**src/hdl/nfc_regs.svh**
```systemverilog
// nand flash host controller constants and timing counts
// Notes on behaviour
// - commands, addresses, data share one 8-bit two-way bus, latches decide meaning
// - host marks the end of each 512-byte segment of read data on seg_end_o
// - host refuses a fifth program of the last programmed page between erases; only that one page is counted
// - host ends every cached read with the final read command
// - host ends single plane cache program with serial input then confirm
// - after a cache confirm end, host polls status bit 6 then resets
// - multi plane cache program ends with second plane input then confirm
// - host loads columns 0 to 4351 only, never drives while device outputs
`ifndef NFC_REGS_SVH
`define NFC_REGS_SVH
// ==========
// command bytes
`define NFC_CMD_READ1      8'h00
`define NFC_CMD_READ2      8'h30
`define NFC_CMD_RC_SEQ     8'h31
`define NFC_CMD_RC_END     8'h3F
`define NFC_CMD_LOAD       8'h80
`define NFC_CMD_LOAD_P2    8'h81
`define NFC_CMD_PGM        8'h10
`define NFC_CMD_PGM_CACHE  8'h15
`define NFC_CMD_ERASE1     8'h60
`define NFC_CMD_ERASE2     8'hD0
`define NFC_CMD_STATUS     8'h70
`define NFC_CMD_RESET      8'hFF
// ==========
// geometry and status
`define NFC_PAGE_BYTES     14'h1100
`define NFC_SEG_LAST       9'h1FF
`define NFC_STAT_READY_BIT 6
`define NFC_PGM_LIMIT      3'h4
// ==========
// timing
`define NFC_CLK_NS                  8
`define NFC_ARRAY_TO_BUFFER_TIME_NS 25000
`define NFC_ARRAY_TO_BUFFER_CYC     (`NFC_ARRAY_TO_BUFFER_TIME_NS / `NFC_CLK_NS)
`define NFC_PROG_TIME_US            700
`define NFC_BLOCK_ERASE_TIME_US     5000
`define NFC_RESET_TIME_US           500
`define NFC_WE_TO_BUSY_TIME_NS      100
`define NFC_WAIT_BUSY_CYC           ((`NFC_WE_TO_BUSY_TIME_NS + `NFC_CLK_NS - 1) / `NFC_CLK_NS + 2)
`define NFC_WR_LOW                  4'h2
`define NFC_WR_LAST                 4'h9
`define NFC_RD_LOW_FIRST            4'h1
`define NFC_RD_LOW_END              4'h6
`define NFC_RD_LAST                 4'h8
`endif

```
**src/hdl/nfc_pkg.sv**
```systemverilog
// types of the nand flash host controller
`default_nettype none
package nfc_pkg;
  typedef enum logic [2:0] {
    OP_RESET = 3'h0, OP_STATUS = 3'h1, OP_READ = 3'h2, OP_RC_SEQ = 3'h3,
    OP_RC_END = 3'h4, OP_PROG = 3'h5, OP_PROG_CACHE = 3'h6, OP_ERASE = 3'h7
  } nfc_op_t;
  typedef enum logic [3:0] {
    S_IDLE = 4'h0, S_CMD1 = 4'h1, S_ADDR = 4'h3, S_DATA_IN = 4'h2, S_CMD2 = 4'h6,
    S_WAIT_B = 4'h7, S_WAIT_R = 4'h5, S_DATA_OUT = 4'h4,
    S_POLL_CMD = 4'hC, S_POLL_RD = 4'hD, S_RST_CMD = 4'hF
  } nfc_state_t;
  typedef struct packed {
    nfc_op_t     op;
    logic        plane2;
    logic [12:0] col;
    logic [18:0] row;
    logic [12:0] len;
  } nfc_req_t;
  typedef struct packed {
    logic       ce_n;
    logic       cle;
    logic       ale;
    logic       we_n;
    logic       re_n;
    logic [7:0] io;
    logic       io_oe;
  } nfc_pins_t;
endpackage : nfc_pkg
`default_nettype wire

```
**src/hdl/nfc_host.sv**
```systemverilog
// nand flash host controller: op sequencer, pin cycles, busy waits
`include "nfc_regs.svh"
`default_nettype none
module nfc_host #(
  parameter int unsigned PROG_CYC  = `NFC_PROG_TIME_US * 1000 / `NFC_CLK_NS,
  parameter int unsigned ERASE_CYC = `NFC_BLOCK_ERASE_TIME_US * 1000 / `NFC_CLK_NS,
  parameter int unsigned RESET_CYC = `NFC_RESET_TIME_US * 1000 / `NFC_CLK_NS
) (
  // clock and reset
  input  wire logic              core_clk_i,
  input  wire logic              rst_n_i,
  // operation request
  input  wire logic              req_valid_i,
  input  wire nfc_pkg::nfc_req_t req_i,
  output var  logic              req_ready_o,
  // program data
  input  wire logic [7:0]        wr_data_i,
  input  wire logic              wr_valid_i,
  output var  logic              wr_ready_o,
  // read data and completion
  output var  logic [7:0]        rd_data_o,
  output var  logic              rd_valid_o,
  output var  logic              seg_end_o,
  output var  logic [7:0]        status_o,
  output var  logic              done_o,
  output var  logic              err_o,
  // flash pins
  output var  nfc_pkg::nfc_pins_t pins_o,
  input  wire logic [7:0]        io_in_i,
  input  wire logic              ready_busy_n_i
);
  nfc_pkg::nfc_state_t state;
  nfc_pkg::nfc_req_t   cur;
  logic [12:0] cnt;
  logic [8:0]  seg;
  logic [4:0]  wcnt;
  logic [19:0] to_cnt;
  logic [19:0] to_lim;
  logic        rec;
  logic        cyc_on, cyc_rd, cyc_cle, cyc_ale;
  logic [7:0]  cyc_byte;
  logic [3:0]  ph;
  logic        rb_s1, rb_s2;
  logic [7:0]  io_s1, io_s2;
  logic        rc_act, cache_pend;
  logic [18:0] last_row;
  logic [2:0]  pgm_cnt;
  logic        acc, refuse, cyc_last;

  // ==========
  // helpers
  function automatic logic is_pgm(input nfc_pkg::nfc_op_t op);
    return op == nfc_pkg::OP_PROG || op == nfc_pkg::OP_PROG_CACHE;
  endfunction : is_pgm

  function automatic logic is_rc(input nfc_pkg::nfc_op_t op);
    return op == nfc_pkg::OP_RC_SEQ || op == nfc_pkg::OP_RC_END;
  endfunction : is_rc

  function automatic logic [19:0] lim_of(input nfc_pkg::nfc_op_t op);
    case (op)
      nfc_pkg::OP_READ, nfc_pkg::OP_RC_SEQ, nfc_pkg::OP_RC_END: return 20'(`NFC_ARRAY_TO_BUFFER_CYC);
      nfc_pkg::OP_PROG, nfc_pkg::OP_PROG_CACHE: return 20'(PROG_CYC);
      nfc_pkg::OP_ERASE: return 20'(ERASE_CYC);
      default: return 20'(RESET_CYC);
    endcase
  endfunction : lim_of

  function automatic logic [7:0] cmd_first(input nfc_pkg::nfc_req_t r);
    case (r.op)
      nfc_pkg::OP_RESET: return `NFC_CMD_RESET;
      nfc_pkg::OP_STATUS: return `NFC_CMD_STATUS;
      nfc_pkg::OP_READ: return `NFC_CMD_READ1;
      nfc_pkg::OP_RC_SEQ: return `NFC_CMD_RC_SEQ;
      nfc_pkg::OP_RC_END: return `NFC_CMD_RC_END;
      nfc_pkg::OP_ERASE: return `NFC_CMD_ERASE1;
      default: return r.plane2 ? `NFC_CMD_LOAD_P2 : `NFC_CMD_LOAD;
    endcase
  endfunction : cmd_first

  function automatic logic [7:0] cmd_second(input nfc_pkg::nfc_req_t r);
    case (r.op)
      nfc_pkg::OP_READ: return `NFC_CMD_READ2;
      nfc_pkg::OP_PROG_CACHE: return `NFC_CMD_PGM_CACHE;
      nfc_pkg::OP_ERASE: return `NFC_CMD_ERASE2;
      default: return `NFC_CMD_PGM;
    endcase
  endfunction : cmd_second

  // erase sends row bytes only: whole block, page bits ignored by the device
  function automatic logic [7:0] addr_byte(input nfc_pkg::nfc_req_t r, input logic [12:0] n);
    logic [12:0] i;
    i = (r.op == nfc_pkg::OP_ERASE) ? n + 13'h2 : n;
    case (i)
      13'h0: return r.col[7:0];
      13'h1: return {3'h0, r.col[12:8]};
      13'h2: return r.row[7:0];
      13'h3: return r.row[15:8];
      default: return {5'h0, r.row[18:16]};
    endcase
  endfunction : addr_byte

  task automatic issue(input logic rd, input logic [7:0] b, input logic c, input logic a);
    cyc_on   <= 1'b1;
    cyc_rd   <= rd;
    cyc_byte <= b;
    cyc_cle  <= c;
    cyc_ale  <= a;
  endtask : issue

  assign acc = req_valid_i && req_ready_o;
  assign refuse = (rc_act && !is_rc(req_i.op))
    || ((req_i.op == nfc_pkg::OP_READ || is_pgm(req_i.op))
        && ({1'b0, req_i.col} + {1'b0, req_i.len}) > `NFC_PAGE_BYTES)
    || (is_pgm(req_i.op) && (req_i.len == 13'h0
        || (req_i.row == last_row && pgm_cnt == `NFC_PGM_LIMIT)));
  assign cyc_last = cyc_on && ph == (cyc_rd ? `NFC_RD_LAST : `NFC_WR_LAST);

  // ==========
  // pin synchronisers
  always_ff @(posedge core_clk_i) begin
    rb_s1 <= ready_busy_n_i;
    rb_s2 <= rb_s1;
    io_s1 <= io_in_i;
    io_s2 <= io_s1;
  end

  // ==========
  // byte cycle phase
  always_ff @(posedge core_clk_i) begin
    if (!rst_n_i || !cyc_on || cyc_last) begin
      ph <= 4'h0;
    end else begin
      ph <= ph + 4'h1;
    end
  end

  // ==========
  // pins; bus driven only in write cycles, so never while the device outputs
  always_ff @(posedge core_clk_i) begin
    if (!rst_n_i) begin
      pins_o <= '{ce_n: 1'b1, cle: 1'b0, ale: 1'b0, we_n: 1'b1, re_n: 1'b1, io: 8'h00, io_oe: 1'b0};
    end else begin
      pins_o.ce_n  <= state == nfc_pkg::S_IDLE && !acc;
      pins_o.cle   <= cyc_on && cyc_cle;
      pins_o.ale   <= cyc_on && cyc_ale;
      pins_o.we_n  <= !(cyc_on && !cyc_rd && ph < `NFC_WR_LOW);
      pins_o.re_n  <= !(cyc_on && cyc_rd && ph >= `NFC_RD_LOW_FIRST && ph <= `NFC_RD_LOW_END);
      pins_o.io    <= cyc_byte;
      pins_o.io_oe <= cyc_on && !cyc_rd;
    end
  end

  // ==========
  // sequence flags and partial program tracking (last page only, no table)
  always_ff @(posedge core_clk_i) begin
    if (!rst_n_i) begin
      rc_act     <= 1'b0;
      cache_pend <= 1'b0;
      last_row   <= 19'h0_0000;
      pgm_cnt    <= 3'h0;
    end else if (acc && !refuse) begin
      if (req_i.op == nfc_pkg::OP_RC_SEQ) begin
        rc_act <= 1'b1;
      end
      if (req_i.op == nfc_pkg::OP_RC_END) begin
        rc_act <= 1'b0;
      end
      if (req_i.op == nfc_pkg::OP_PROG_CACHE) begin
        cache_pend <= 1'b1;
      end else if (req_i.op == nfc_pkg::OP_PROG) begin
        cache_pend <= 1'b0;
      end
      if (is_pgm(req_i.op)) begin
        last_row <= req_i.row;
        pgm_cnt  <= (req_i.row == last_row) ? pgm_cnt + 3'h1 : 3'h1;
      end
      if (req_i.op == nfc_pkg::OP_ERASE && req_i.row[18:6] == last_row[18:6]) begin
        pgm_cnt <= 3'h0;
      end
    end else if (state == nfc_pkg::S_WAIT_R && rec && rb_s2) begin
      cache_pend <= 1'b0;
    end
  end

  // ==========
  // operation sequencer
  always_ff @(posedge core_clk_i) begin
    if (!rst_n_i) begin
      state <= nfc_pkg::S_IDLE;
      cur <= '0;
      {cnt, seg, wcnt, to_cnt, to_lim, rec} <= '0;
      {cyc_on, cyc_rd, cyc_cle, cyc_ale, cyc_byte} <= '0;
      {req_ready_o, wr_ready_o, rd_valid_o, seg_end_o, done_o, err_o} <= '0;
      rd_data_o <= 8'h00;
      status_o <= 8'h00;
    end else begin
      done_o <= 1'b0;
      err_o <= 1'b0;
      rd_valid_o <= 1'b0;
      seg_end_o <= 1'b0;
      if (cyc_last) begin
        cyc_on <= 1'b0;
      end
      case (state)
        nfc_pkg::S_IDLE: begin
          req_ready_o <= !acc;
          if (acc) begin
            cur <= req_i;
            cnt <= 13'h0;
            seg <= 9'h0;
            to_lim <= lim_of(req_i.op);
            if (refuse) begin
              err_o <= 1'b1;
            end else if (cache_pend && !is_pgm(req_i.op)) begin
              rec <= 1'b1;
              to_lim <= 20'(PROG_CYC);
              state <= nfc_pkg::S_POLL_CMD;
            end else begin
              state <= nfc_pkg::S_CMD1;
            end
          end
        end
        nfc_pkg::S_CMD1: begin
          if (!cyc_on) begin
            issue(1'b0, cmd_first(cur), 1'b1, 1'b0);
          end
          if (cyc_last) begin
            case (cur.op)
              nfc_pkg::OP_STATUS: begin
                cur.len <= 13'h1;
                state <= nfc_pkg::S_DATA_OUT;
              end
              nfc_pkg::OP_RESET, nfc_pkg::OP_RC_SEQ, nfc_pkg::OP_RC_END: begin
                wcnt <= 5'h0;
                state <= nfc_pkg::S_WAIT_B;
              end
              default: state <= nfc_pkg::S_ADDR;
            endcase
          end
        end
        nfc_pkg::S_ADDR: begin
          if (!cyc_on) begin
            issue(1'b0, addr_byte(cur, cnt), 1'b0, 1'b1);
          end
          if (cyc_last) begin
            cnt <= cnt + 13'h1;
            if (cnt == ((cur.op == nfc_pkg::OP_ERASE) ? 13'h2 : 13'h4)) begin
              cnt <= 13'h0;
              state <= is_pgm(cur.op) ? nfc_pkg::S_DATA_IN : nfc_pkg::S_CMD2;
            end
          end
        end
        nfc_pkg::S_DATA_IN: begin
          if (!cyc_on) begin
            wr_ready_o <= !(wr_ready_o && wr_valid_i);
            if (wr_ready_o && wr_valid_i) begin
              issue(1'b0, wr_data_i, 1'b0, 1'b0);
            end
          end
          if (cyc_last) begin
            cnt <= cnt + 13'h1;
            if (cnt == cur.len - 13'h1) begin
              state <= nfc_pkg::S_CMD2;
            end
          end
        end
        nfc_pkg::S_CMD2, nfc_pkg::S_RST_CMD: begin
          if (!cyc_on) begin
            issue(1'b0, state == nfc_pkg::S_RST_CMD ? `NFC_CMD_RESET : cmd_second(cur), 1'b1, 1'b0);
          end
          if (cyc_last) begin
            if (state == nfc_pkg::S_RST_CMD) begin
              to_lim <= 20'(RESET_CYC);
            end
            wcnt <= 5'h0;
            state <= nfc_pkg::S_WAIT_B;
          end
        end
        // busy may only show after the write edge plus synchroniser delay
        nfc_pkg::S_WAIT_B: begin
          wcnt <= wcnt + 5'h1;
          if (wcnt == 5'(`NFC_WAIT_BUSY_CYC)) begin
            to_cnt <= 20'h0_0000;
            state <= nfc_pkg::S_WAIT_R;
          end
        end
        nfc_pkg::S_WAIT_R: begin
          to_cnt <= to_cnt + 20'h1;
          if (rb_s2) begin
            cnt <= 13'h0;
            if (rec) begin
              rec <= 1'b0;
              to_lim <= lim_of(cur.op);
              state <= nfc_pkg::S_CMD1;
            end else if ((cur.op == nfc_pkg::OP_READ || is_rc(cur.op)) && cur.len != 13'h0) begin
              state <= nfc_pkg::S_DATA_OUT;
            end else begin
              done_o <= 1'b1;
              state <= nfc_pkg::S_IDLE;
            end
          end else if (to_cnt == to_lim) begin
            err_o <= 1'b1;
            rec <= 1'b0;
            state <= nfc_pkg::S_IDLE;
          end
        end
        // sample before the strobe rises: works for both release styles
        nfc_pkg::S_DATA_OUT: begin
          if (!cyc_on) begin
            issue(1'b1, 8'h00, 1'b0, 1'b0);
          end
          if (cyc_last) begin
            rd_data_o <= io_s2;
            rd_valid_o <= 1'b1;
            seg <= seg + 9'h1;
            seg_end_o <= seg == `NFC_SEG_LAST;
            if (cur.op == nfc_pkg::OP_STATUS) begin
              status_o <= io_s2;
            end
            cnt <= cnt + 13'h1;
            if (cnt == cur.len - 13'h1) begin
              done_o <= 1'b1;
              state <= nfc_pkg::S_IDLE;
            end
          end
        end
        nfc_pkg::S_POLL_CMD: begin
          if (!cyc_on) begin
            issue(1'b0, `NFC_CMD_STATUS, 1'b1, 1'b0);
          end
          if (cyc_last) begin
            to_cnt <= 20'h0_0000;
            state <= nfc_pkg::S_POLL_RD;
          end
        end
        nfc_pkg::S_POLL_RD: begin
          to_cnt <= to_cnt + 20'h1;
          if (!cyc_on) begin
            issue(1'b1, 8'h00, 1'b0, 1'b0);
          end
          if (cyc_last) begin
            status_o <= io_s2;
            if (io_s2[`NFC_STAT_READY_BIT]) begin
              state <= nfc_pkg::S_RST_CMD;
            end else if (to_cnt >= to_lim) begin
              err_o <= 1'b1;
              rec <= 1'b0;
              state <= nfc_pkg::S_IDLE;
            end
          end
        end
        default: state <= nfc_pkg::S_IDLE;
      endcase
    end
  end
endmodule : nfc_host
`default_nettype wire

```
**config.mk**
```make
export PLATFORM = sky130hd
export DESIGN_NAME = nfc_host
export DESIGN_NICKNAME = d
export VERILOG_FILES = /design/src/hdl/nfc_pkg.sv /design/src/hdl/nfc_host.sv
export VERILOG_INCLUDE_DIRS = /design/src /design/src/hdl
export SDC_FILE = /design/constraint.sdc
export NUM_CORES = 1
export LEC_CHECK = 0
export BUFFER_PORTS_ARGS = -buffer_cell sky130_fd_sc_hd__buf_2
export CELL_PAD_IN_SITES_DETAIL_PLACEMENT = 0
export CELL_PAD_IN_SITES_GLOBAL_PLACEMENT = 1
export CORE_AREA = 5 5 172 174
export CTS_CLUSTER_SIZE = 28
export DETAILED_ROUTE_END_ITERATION = 8
export DIE_AREA = 0 0 177 179
export PLACE_DENSITY_LB_ADDON = 0.1
export SLEW_MARGIN = 10
export SYNTH_ARGS = -nofsm -noshare
export SYNTH_HDL_FRONTEND = slang
export SYNTH_SLANG_ARGS = --single-unit
```
**constraint.sdc**
```tcl
create_clock -name core_clk_i -period 2.75 [get_ports core_clk_i]
set_clock_uncertainty 0.05 [all_clocks]
set_input_delay 0.1375 -clock core_clk_i [delete_from_list [all_inputs] [get_ports core_clk_i]]
set_output_delay 0.1375 -clock core_clk_i [all_outputs]
set_load 0.05 [all_outputs]
```
==> results.yml, run 1 <==
timing:
  layout_setup_ws_ps: 87.42
  period_minus_slack_ps: 2663
  worst_slew_pin_slew_ps: 594.2
  finalSetupViolations: 0
  final_worst_hold_slack_ps: 24.14
  slew_viol_final: 0
  fmax_ghz: 0.3756
  fin_setup_tns_ps: 0
  hold_violation_count_in_the_final_report: 0
  min_period_over_period: 0.9682
  max_slew_margin: 0.5997
floorplan:
  floorplan.rows: 61
  floorplan.initialDensity: 0.4044
  die_h_um: 179
  die_width_um: 177
  boundaryPins: 106
  floorplan.core_area_mm2: 0.02763
  design.die.area_mm2: 0.03168
global_routing:
  via_count_of_the_first_global_routing_pass: 10220
  grt_overflow_total: 0
  wire_length_of_the_first_global_routing_pass_um: 54020
  globalRouteTotalUtil: 0.2079
  antenna_found_initial: 0
  grt_max_degree: 61
critical_path:
  critical_path.endpoint_type: "flip-flop"
  regToRegSetupSlack_ps: 90
  endpoint_of_the_worst_register_to_register_path: "state[1]"
  worstSetupPathType: "flip-flop to flip-flop"
  timing.critical_path.slowest_cell_delay_ps: 520
  worstReg2RegStart: "to_lim[15]"
  required_ps: 3110
  critical_path.slowest_cell: "sky130_fd_sc_hd__or4_4"
  path_cells: "inv_1, ha_1, nand2_1, or4_4, nor3_4, nand4_1, a22oi_2, nor2_1, nor3_2, o211ai_4, mux2i_1"
  setup.worst_path.start_class: "flip-flop"
  critical_path_peak_fanout: 4
  rr_worst_depth: 11
  timing.critical_path.arrival_ps: 3030
pwr:
  totalPowerFinal_mw: 11.30
  power.share.sequential: 0.314
  power.share.combinational: 0.346
  intPower_mw: 7.462
  power_switching_mw: 3.836
  leakagePower_nw: 6.167
  pwr_density_cell_mw_per_mm2: 750.2
  vdd_ir_drop_max_mv: 0.7061
  sw_frac_of_total: 0.3395
  clock_power_share: 0.340
clock_network:
  cts_tree: "yes"
  cts_inserted_buffers: 24
  cts-root-to-sink-buffers: 3
  worst_skew_pair.late_latency_ps: 550
  clkSinkCount: 205
  cts_htree_levels: 1
  clk_pin_slew_ps: 60
  cts-root-buf: "sky130_fd_sc_hd__clkbuf_16"
yosys:
  post-synth-top-area-fraction: 0.3673
  synth.ff_latch_count: 205
  synth_edf_count: 0
  cell_count_after_synthesis: 1355
  sequential_to_total_area_share_from_yosys_stat: 0.3673
  netlist-cell-type-count: 85
  synthFlopType: "sky130_fd_sc_hd__dfxtp_1"
  synthArstFlopShare: 0
  ys_warn_count: 0
  synth_largest_area_cell: "sky130_fd_sc_hd__dfxtp_1"
  netlist_top_cells_area: "sky130_fd_sc_hd__dfxtp_1 (37%), sky130_fd_sc_hd__nand2_1 (6.5%), sky130_fd_sc_hd__ha_1 (4.8%)"
  syn_area_mm2: 0.01117
  avgSynthCellArea_um2: 8.247
  synthesis.nets: 1469
route:
  drt-initial-drc-count: 520
  viasPerCell: 5.132
  route.detailed.drc: 0
  ant_nets: 0
  initial_drt_pass_iterations: 5
  finalWirelength_um: 33650
  dr_total_vias: 10460
  wire_per_inst_um: 16.51
cells_and_area:
  areaGrowthSynthToFinish_pct: 34.78
  design_area_mm2: 0.01506
  fillCellCount: 2647
  finalCoreUtilization: 0.5451
  final_net_count: 1756
  final-instance-count-excl-fill: 2038
  n_antenna_cell: 0
  drive_gt1_frac: 0.2349
run_status:
  run_status: "finished, final reports clean"
min_path:
  timing.hold.worst_endpoint: "cur[47]"
  startpoint_of_the_lowest_slack_hold_path: "req_i[47]"
  worstHoldPathType: "input pin to flip-flop"
  worst_hold_path.num_cells: 4
placement:
  dp.final_hpwl_um: 24740
  cell_area_after_placement_mm2: 0.01312
  port-buffer-count: 105
  place.gp.congestion: 0.8365
  place.detailed.instances: 1922
  pre_cts_slack_ps: -328.6
flow_run:
  cap_viol_max_count: 0
[power by group through the flow]
stage | Sequential [mW] | Clock (mW) | Combinational [mW]
floorplan | 3.72 | 0 | 2.09
global placement | 3.61 | 0 | 3.59
detailed placement | 3.61 | 0 | 3.59
CTS | 3.55 | 3.93 | 3.77
finish | 3.55 | 3.84 | 3.91
global route | 3.60 | 4.04 | 4.26
[placed cells by master (no fill, tap or decap), types with 12 or more instances in the layout]
cell / n
sky130_fd_sc_hd__nand2_1: 193
sky130_fd_sc_hd__buf_2: 104
sky130_fd_sc_hd__xnor2_1: 37
sky130_fd_sc_hd__nand4_1: 20
sky130_fd_sc_hd__and2_1: 12
sky130_fd_sc_hd__dlygate4sd3_1: 63
sky130_fd_sc_hd__dfxtp_1: 199
sky130_fd_sc_hd__mux2i_1: 42
sky130_fd_sc_hd__xor2_1: 52
sky130_fd_sc_hd__a22oi_1: 16
sky130_fd_sc_hd__a21boi_0: 49
sky130_fd_sc_hd__clkbuf_16: 24
sky130_fd_sc_hd__nand3_1: 50
sky130_fd_sc_hd__and3_1: 12
sky130_fd_sc_hd__nand2b_1: 15
sky130_fd_sc_hd__nor2_1: 117
sky130_fd_sc_hd__buf_4: 162
sky130_fd_sc_hd__a21oi_1: 59
sky130_fd_sc_hd__nor2b_1: 56
sky130_fd_sc_hd__nor3_1: 22
sky130_fd_sc_hd__o21ai_0: 49
sky130_fd_sc_hd__ha_1: 42
sky130_fd_sc_hd__inv_1: 38
[worst max-delay path: cells and delay by family (launching register included)]
family / cells / cell delay, ps
flops: 1 / 350
mux: 1 / 140
simple gates: 6 / 1300
compound gates: 2 / 370
buf+inv: 1 / 60
fa+ha+maj: 1 / 280
[registers in the layout, summed over array words and instances, names as in the netlist, 9 cells and up]
name / count
cur: 49
cnt: 13
last_row: 19
to_cnt: 20
pins_o: 14
seg: 9
to_lim: 10
[worst max-delay path by stage]
stage	endpoint	start	depth (start not counted)	slack [ps]
after floorplan	last_row[18]	req_i[0]	13	60
after global placement	last_row[11]	req_i[0]	15	-270
after detailed placement	last_row[14]	req_i[0]	15	-330
after CTS	cyc_byte[5]	cnt[1]	11	5
after global routing	state[1]	to_lim[15]	11	-30
final	state[1]	to_lim[15]	11	90
[synthesized netlist by cell type, types with 13 or more instances]
| cell | number |
|---|---|
| sky130_fd_sc_hd__nor3_1 | 26 |
| sky130_fd_sc_hd__ha_1 | 43 |
| sky130_fd_sc_hd__nor2b_1 | 56 |
| sky130_fd_sc_hd__a211oi_1 | 13 |
| sky130_fd_sc_hd__clkbuf_1 | 53 |
| sky130_fd_sc_hd__a22oi_1 | 17 |
| sky130_fd_sc_hd__a21oi_1 | 59 |
| sky130_fd_sc_hd__mux2i_1 | 43 |
| sky130_fd_sc_hd__nor4_1 | 15 |
| sky130_fd_sc_hd__nand3_1 | 51 |
| sky130_fd_sc_hd__o21ai_0 | 50 |
| sky130_fd_sc_hd__xor2_1 | 52 |
| sky130_fd_sc_hd__nand2b_1 | 15 |
| sky130_fd_sc_hd__dfxtp_1 | 205 |
| sky130_fd_sc_hd__nand2_1 | 193 |
| sky130_fd_sc_hd__nand4_1 | 20 |
| sky130_fd_sc_hd__nor2_1 | 119 |
| sky130_fd_sc_hd__and2_1 | 13 |
| sky130_fd_sc_hd__a21boi_0 | 49 |
| sky130_fd_sc_hd__xnor2_1 | 37 |
| sky130_fd_sc_hd__inv_1 | 38 |
[metal layers]
layer	vias up	GRT usage	share of wire
met2	205	0.3396	0.46
met1	4879	0.2914	0.48
met4	0	0.05351	0.023
met5	-	0	0
met3	47	0.02741	0.038
li1	5328	-	-
[area by class of cell]
type                    instances  area [um2]  share of cell area
flip-flops and latches        205        4111              0.2730
clock buffers                  29       659.4             0.04378
repair buffers                334        2459              0.1632
well taps                     378       473.0             0.03140
clock inverters                15       319.1             0.02118
inverters                      43       161.4             0.01072
multi-input cells            1034        6878              0.4567
[logic make-up after synthesis]
| group | Yosys count | synth area share |
|---|---|---|
| AOI/OAI and AO/OA | 289 | 0.1811 |
| DFF | 205 | 0.3673 |
| xor gates and xnor gates | 89 | 0.06976 |
| buffers and inverters | 116 | 0.04244 |
| adders and majority gates | 44 | 0.04994 |
| muxes | 43 | 0.03852 |
| and+or+nand+nor | 569 | 0.2510 |
[what timing repair did]
| action | CTS | global route |
|---|---|---|
| hold buffers | 63 | 0 |
| setup buffers | 1 | 8 |
| gates cloned | 0 | 0 |
| endpoints found under the hold margin | 83 | 0 |
| setup endpoints to repair | 5 | 41 |
| gates resized for setup | 8 | 43 |
| pin swaps | 4 | 20 |
Note: power is estimated with default switching activity, not from simulation.
==> inputs of run 2 (changes only) <==
- CELL_PAD_IN_SITES_DETAIL_PLACEMENT: 0 -> unset
- CELL_PAD_IN_SITES_GLOBAL_PLACEMENT: 1 -> unset
- CORE_AREA: 5 5 172 174 -> 5 5 156 158
- DIE_AREA: 0 0 177 179 -> 0 0 161 163
- PLACE_DENSITY: unset -> 0.71
- PLACE_DENSITY_LB_ADDON: 0.1 -> unset
- SETUP_SLACK_MARGIN: unset -> 0.1
==> results.yml, run 2 (synthesis gave the netlist of run 1 again) <==
critical_path:
  timing.critical_path.arrival_ps: 3150
  setup.worst_path.start_class: "flip-flop"
  worstSetupPathType: "flip-flop to flip-flop"
  critical_path_peak_fanout: 6
  critical_path.endpoint_type: "flip-flop"
  required_ps: 3110
cells_and_area:
  seqCellArea_mm2: 0.004125
  regMostFlops: "cur"
  fillCellCount: 1906
  area_taken_by_multi_input_logic_gates_mm2: 0.006987
  final-instance-count-excl-fill: 1925
  largest_register_ff_count: 49
  layout_top_registers: "cur: 49 flops, to_cnt: 20 flops, last_row: 19 flops"
  most_common_library_cell_in_the_layout_ignoring_fill_and_taps: "sky130_fd_sc_hd__nand2_1"
  most-common-layout-cells: "sky130_fd_sc_hd__nand2_1 (192), sky130_fd_sc_hd__dfxtp_1 (188), sky130_fd_sc_hd__buf_4 (137)"
  drive_gt1_frac: 0.2428
  final_net_count: 1732
  n_antenna_cell: 0
  areaGrowthSynthToFinish_pct: 32.62
clock_network:
  cts_tree: "yes"
  cts-root-to-sink-buffers: 3
  worst_skew_pair.late_latency_ps: 520
  cts-root-buf: "sky130_fd_sc_hd__clkbuf_16"
  clk_pin_slew_ps: 60
  cts_htree_levels: 1
  cts_inserted_buffers: 23
  clkSinkCount: 205
global_routing:
  wire_length_of_the_first_global_routing_pass_um: 52930
  grt_max_degree: 84
  globalRouteTotalUtil: 0.2421
  antenna_found_initial: 0
  via_count_of_the_first_global_routing_pass: 10580
  grt_overflow_total: 0
timing:
  worst_slew_pin_slew_ps: 777.7
  min_period_over_period: 1.018
  layout_setup_ws_ps: -48.87
  fmax_ghz: 0.3573
  hold_violation_count_in_the_final_report: 0
  setup_repair_after_global_routing_missed_its_margin: "yes"
  period_minus_slack_ps: 2799
  max_slew_margin: 0.4816
  slew_viol_final: 0
  final_worst_hold_slack_ps: 26.18
  finalSetupViolations: 3
floorplan:
  floorplan.initialDensity: 0.4862
  design.die.area_mm2: 0.02624
  die_width_um: 161
  floorplan.core_area_mm2: 0.02298
  die_h_um: 163
  floorplan.rows: 56
  boundaryPins: 106
run_status:
  run_status: "finished, violations left"
  failed_checks: "setup timing"
pwr:
  leakagePower_nw: 6.082
  pwr_density_cell_mw_per_mm2: 741.3
  vdd_ir_drop_max_mv: 0.6535
route:
  initial_drt_pass_iterations: 5
  wire_per_inst_um: 17.22
  dr_total_vias: 10800
  finalWirelength_um: 33150
  route.detailed.drc: 0
  viasPerCell: 5.610
  drt-initial-drc-count: 728
  ant_nets: 0
placement:
  dp.final_hpwl_um: 23430
  place.gp.congestion: 0.9395
  port-buffer-count: 105
  place.detailed.instances: 1808
min_path:
  worstHoldPathType: "input pin to flip-flop"
flow_run:
  cap_viol_max_count: 0
==> run 2: cell count changes in the layout (fill, tap and decap cells not counted), moves of 4 or more <==
cell	change
sky130_fd_sc_hd__ha_1	-4
sky130_fd_sc_hd__clkinv_2	+4
sky130_fd_sc_hd__dlygate4sd3_1	-4
sky130_fd_sc_hd__dfxtp_1	-11
sky130_fd_sc_hd__buf_4	-25
sky130_fd_sc_hd__buf_6	+6
sky130_fd_sc_hd__dfxtp_2	+11
sky130_fd_sc_hd__nor4_1	+4
==> run 2: report_power, final <==
part | switching (mW) | internal, mW
Sequential | 0.234 | 3.33
Combinational | 2.25 | 1.67
Clock | 1.28 | 2.22
==> run 2: worst paths after layout <==
check | from | endpoint | slack (ps) | cells past startpoint
setup / recovery | last_row[12] | last_row[0] | -50 | 13
hold / removal | req_i[1] | cur[1] | 30 | 4
setup reg to reg | last_row[12] | last_row[0] | -50 | 13
hold reg to reg | io_s1[4] | io_s2[4] | 280 | 0
==> run 2: what timing repair did <==
action,4_1_cts,5_1_grt
cloned,0,3
hold buffers,60,0
setup endpoints to repair,12,50
setup buffers,2,10
endpoints found under the hold margin,80,0
pin swaps,8,30
gates resized for setup,17,75
==> run 2: worst max-delay path: stages, from the launching register on <==
cell                      delay [ps]
sky130_fd_sc_hd__dfxtp_2         320
sky130_fd_sc_hd__xor2_1          130
sky130_fd_sc_hd__nor4_1          310
sky130_fd_sc_hd__nand4_1         170
sky130_fd_sc_hd__buf_6           170
sky130_fd_sc_hd__o41ai_4         520
sky130_fd_sc_hd__buf_4           210
sky130_fd_sc_hd__nor3_4           40
sky130_fd_sc_hd__nand3_2         110
sky130_fd_sc_hd__a21oi_2          70
sky130_fd_sc_hd__buf_6           150
sky130_fd_sc_hd__buf_12          140
sky130_fd_sc_hd__mux2i_1         180
sky130_fd_sc_hd__nor2b_1          90
==> run 2: final cells by class <==
type / count / share of cell area
clock buffer: 25 / 0.04002
tap: 290 / 0.02448
sequential: 205 / 0.2784
clock inverter: 17 / 0.01849
timing repair buffer: 311 / 0.1563
inverter: 43 / 0.01089
multi-input combinational: 1034 / 0.4715
==> run 2: through the flow <==
stage | worst slack (ps) | utilization | TNS, ps | total power [mW] | instance area, um2
after detailed placement | -248.4 | 0.5571 | -6503 | 7.083 | 12800
final | -48.87 | 0.6448 | -103.1 | 10.99 | 14820
after floorplan | 101.5 | - | 0 | 5.826 | 11210
after CTS | 99.79 | 0.6248 | 0 | 10.76 | 14360
after global routing | -192.1 | 0.6448 | -4376 | 11.56 | 14820
after global placement | -242.0 | 0.5571 | -4598 | 7.027 | 12800
==> run 2: routing by layer <==
layer,share of wire,global-route usage,vias to the layer above,wire [um]
met2,0.48,0.4181,331,16010
met3,0.058,0.03746,97,1938
met4,0.037,0.08724,0,1240
met5,0,0,-,0
li1,-,-,5283,-
met1,0.42,0.3081,5088,13960
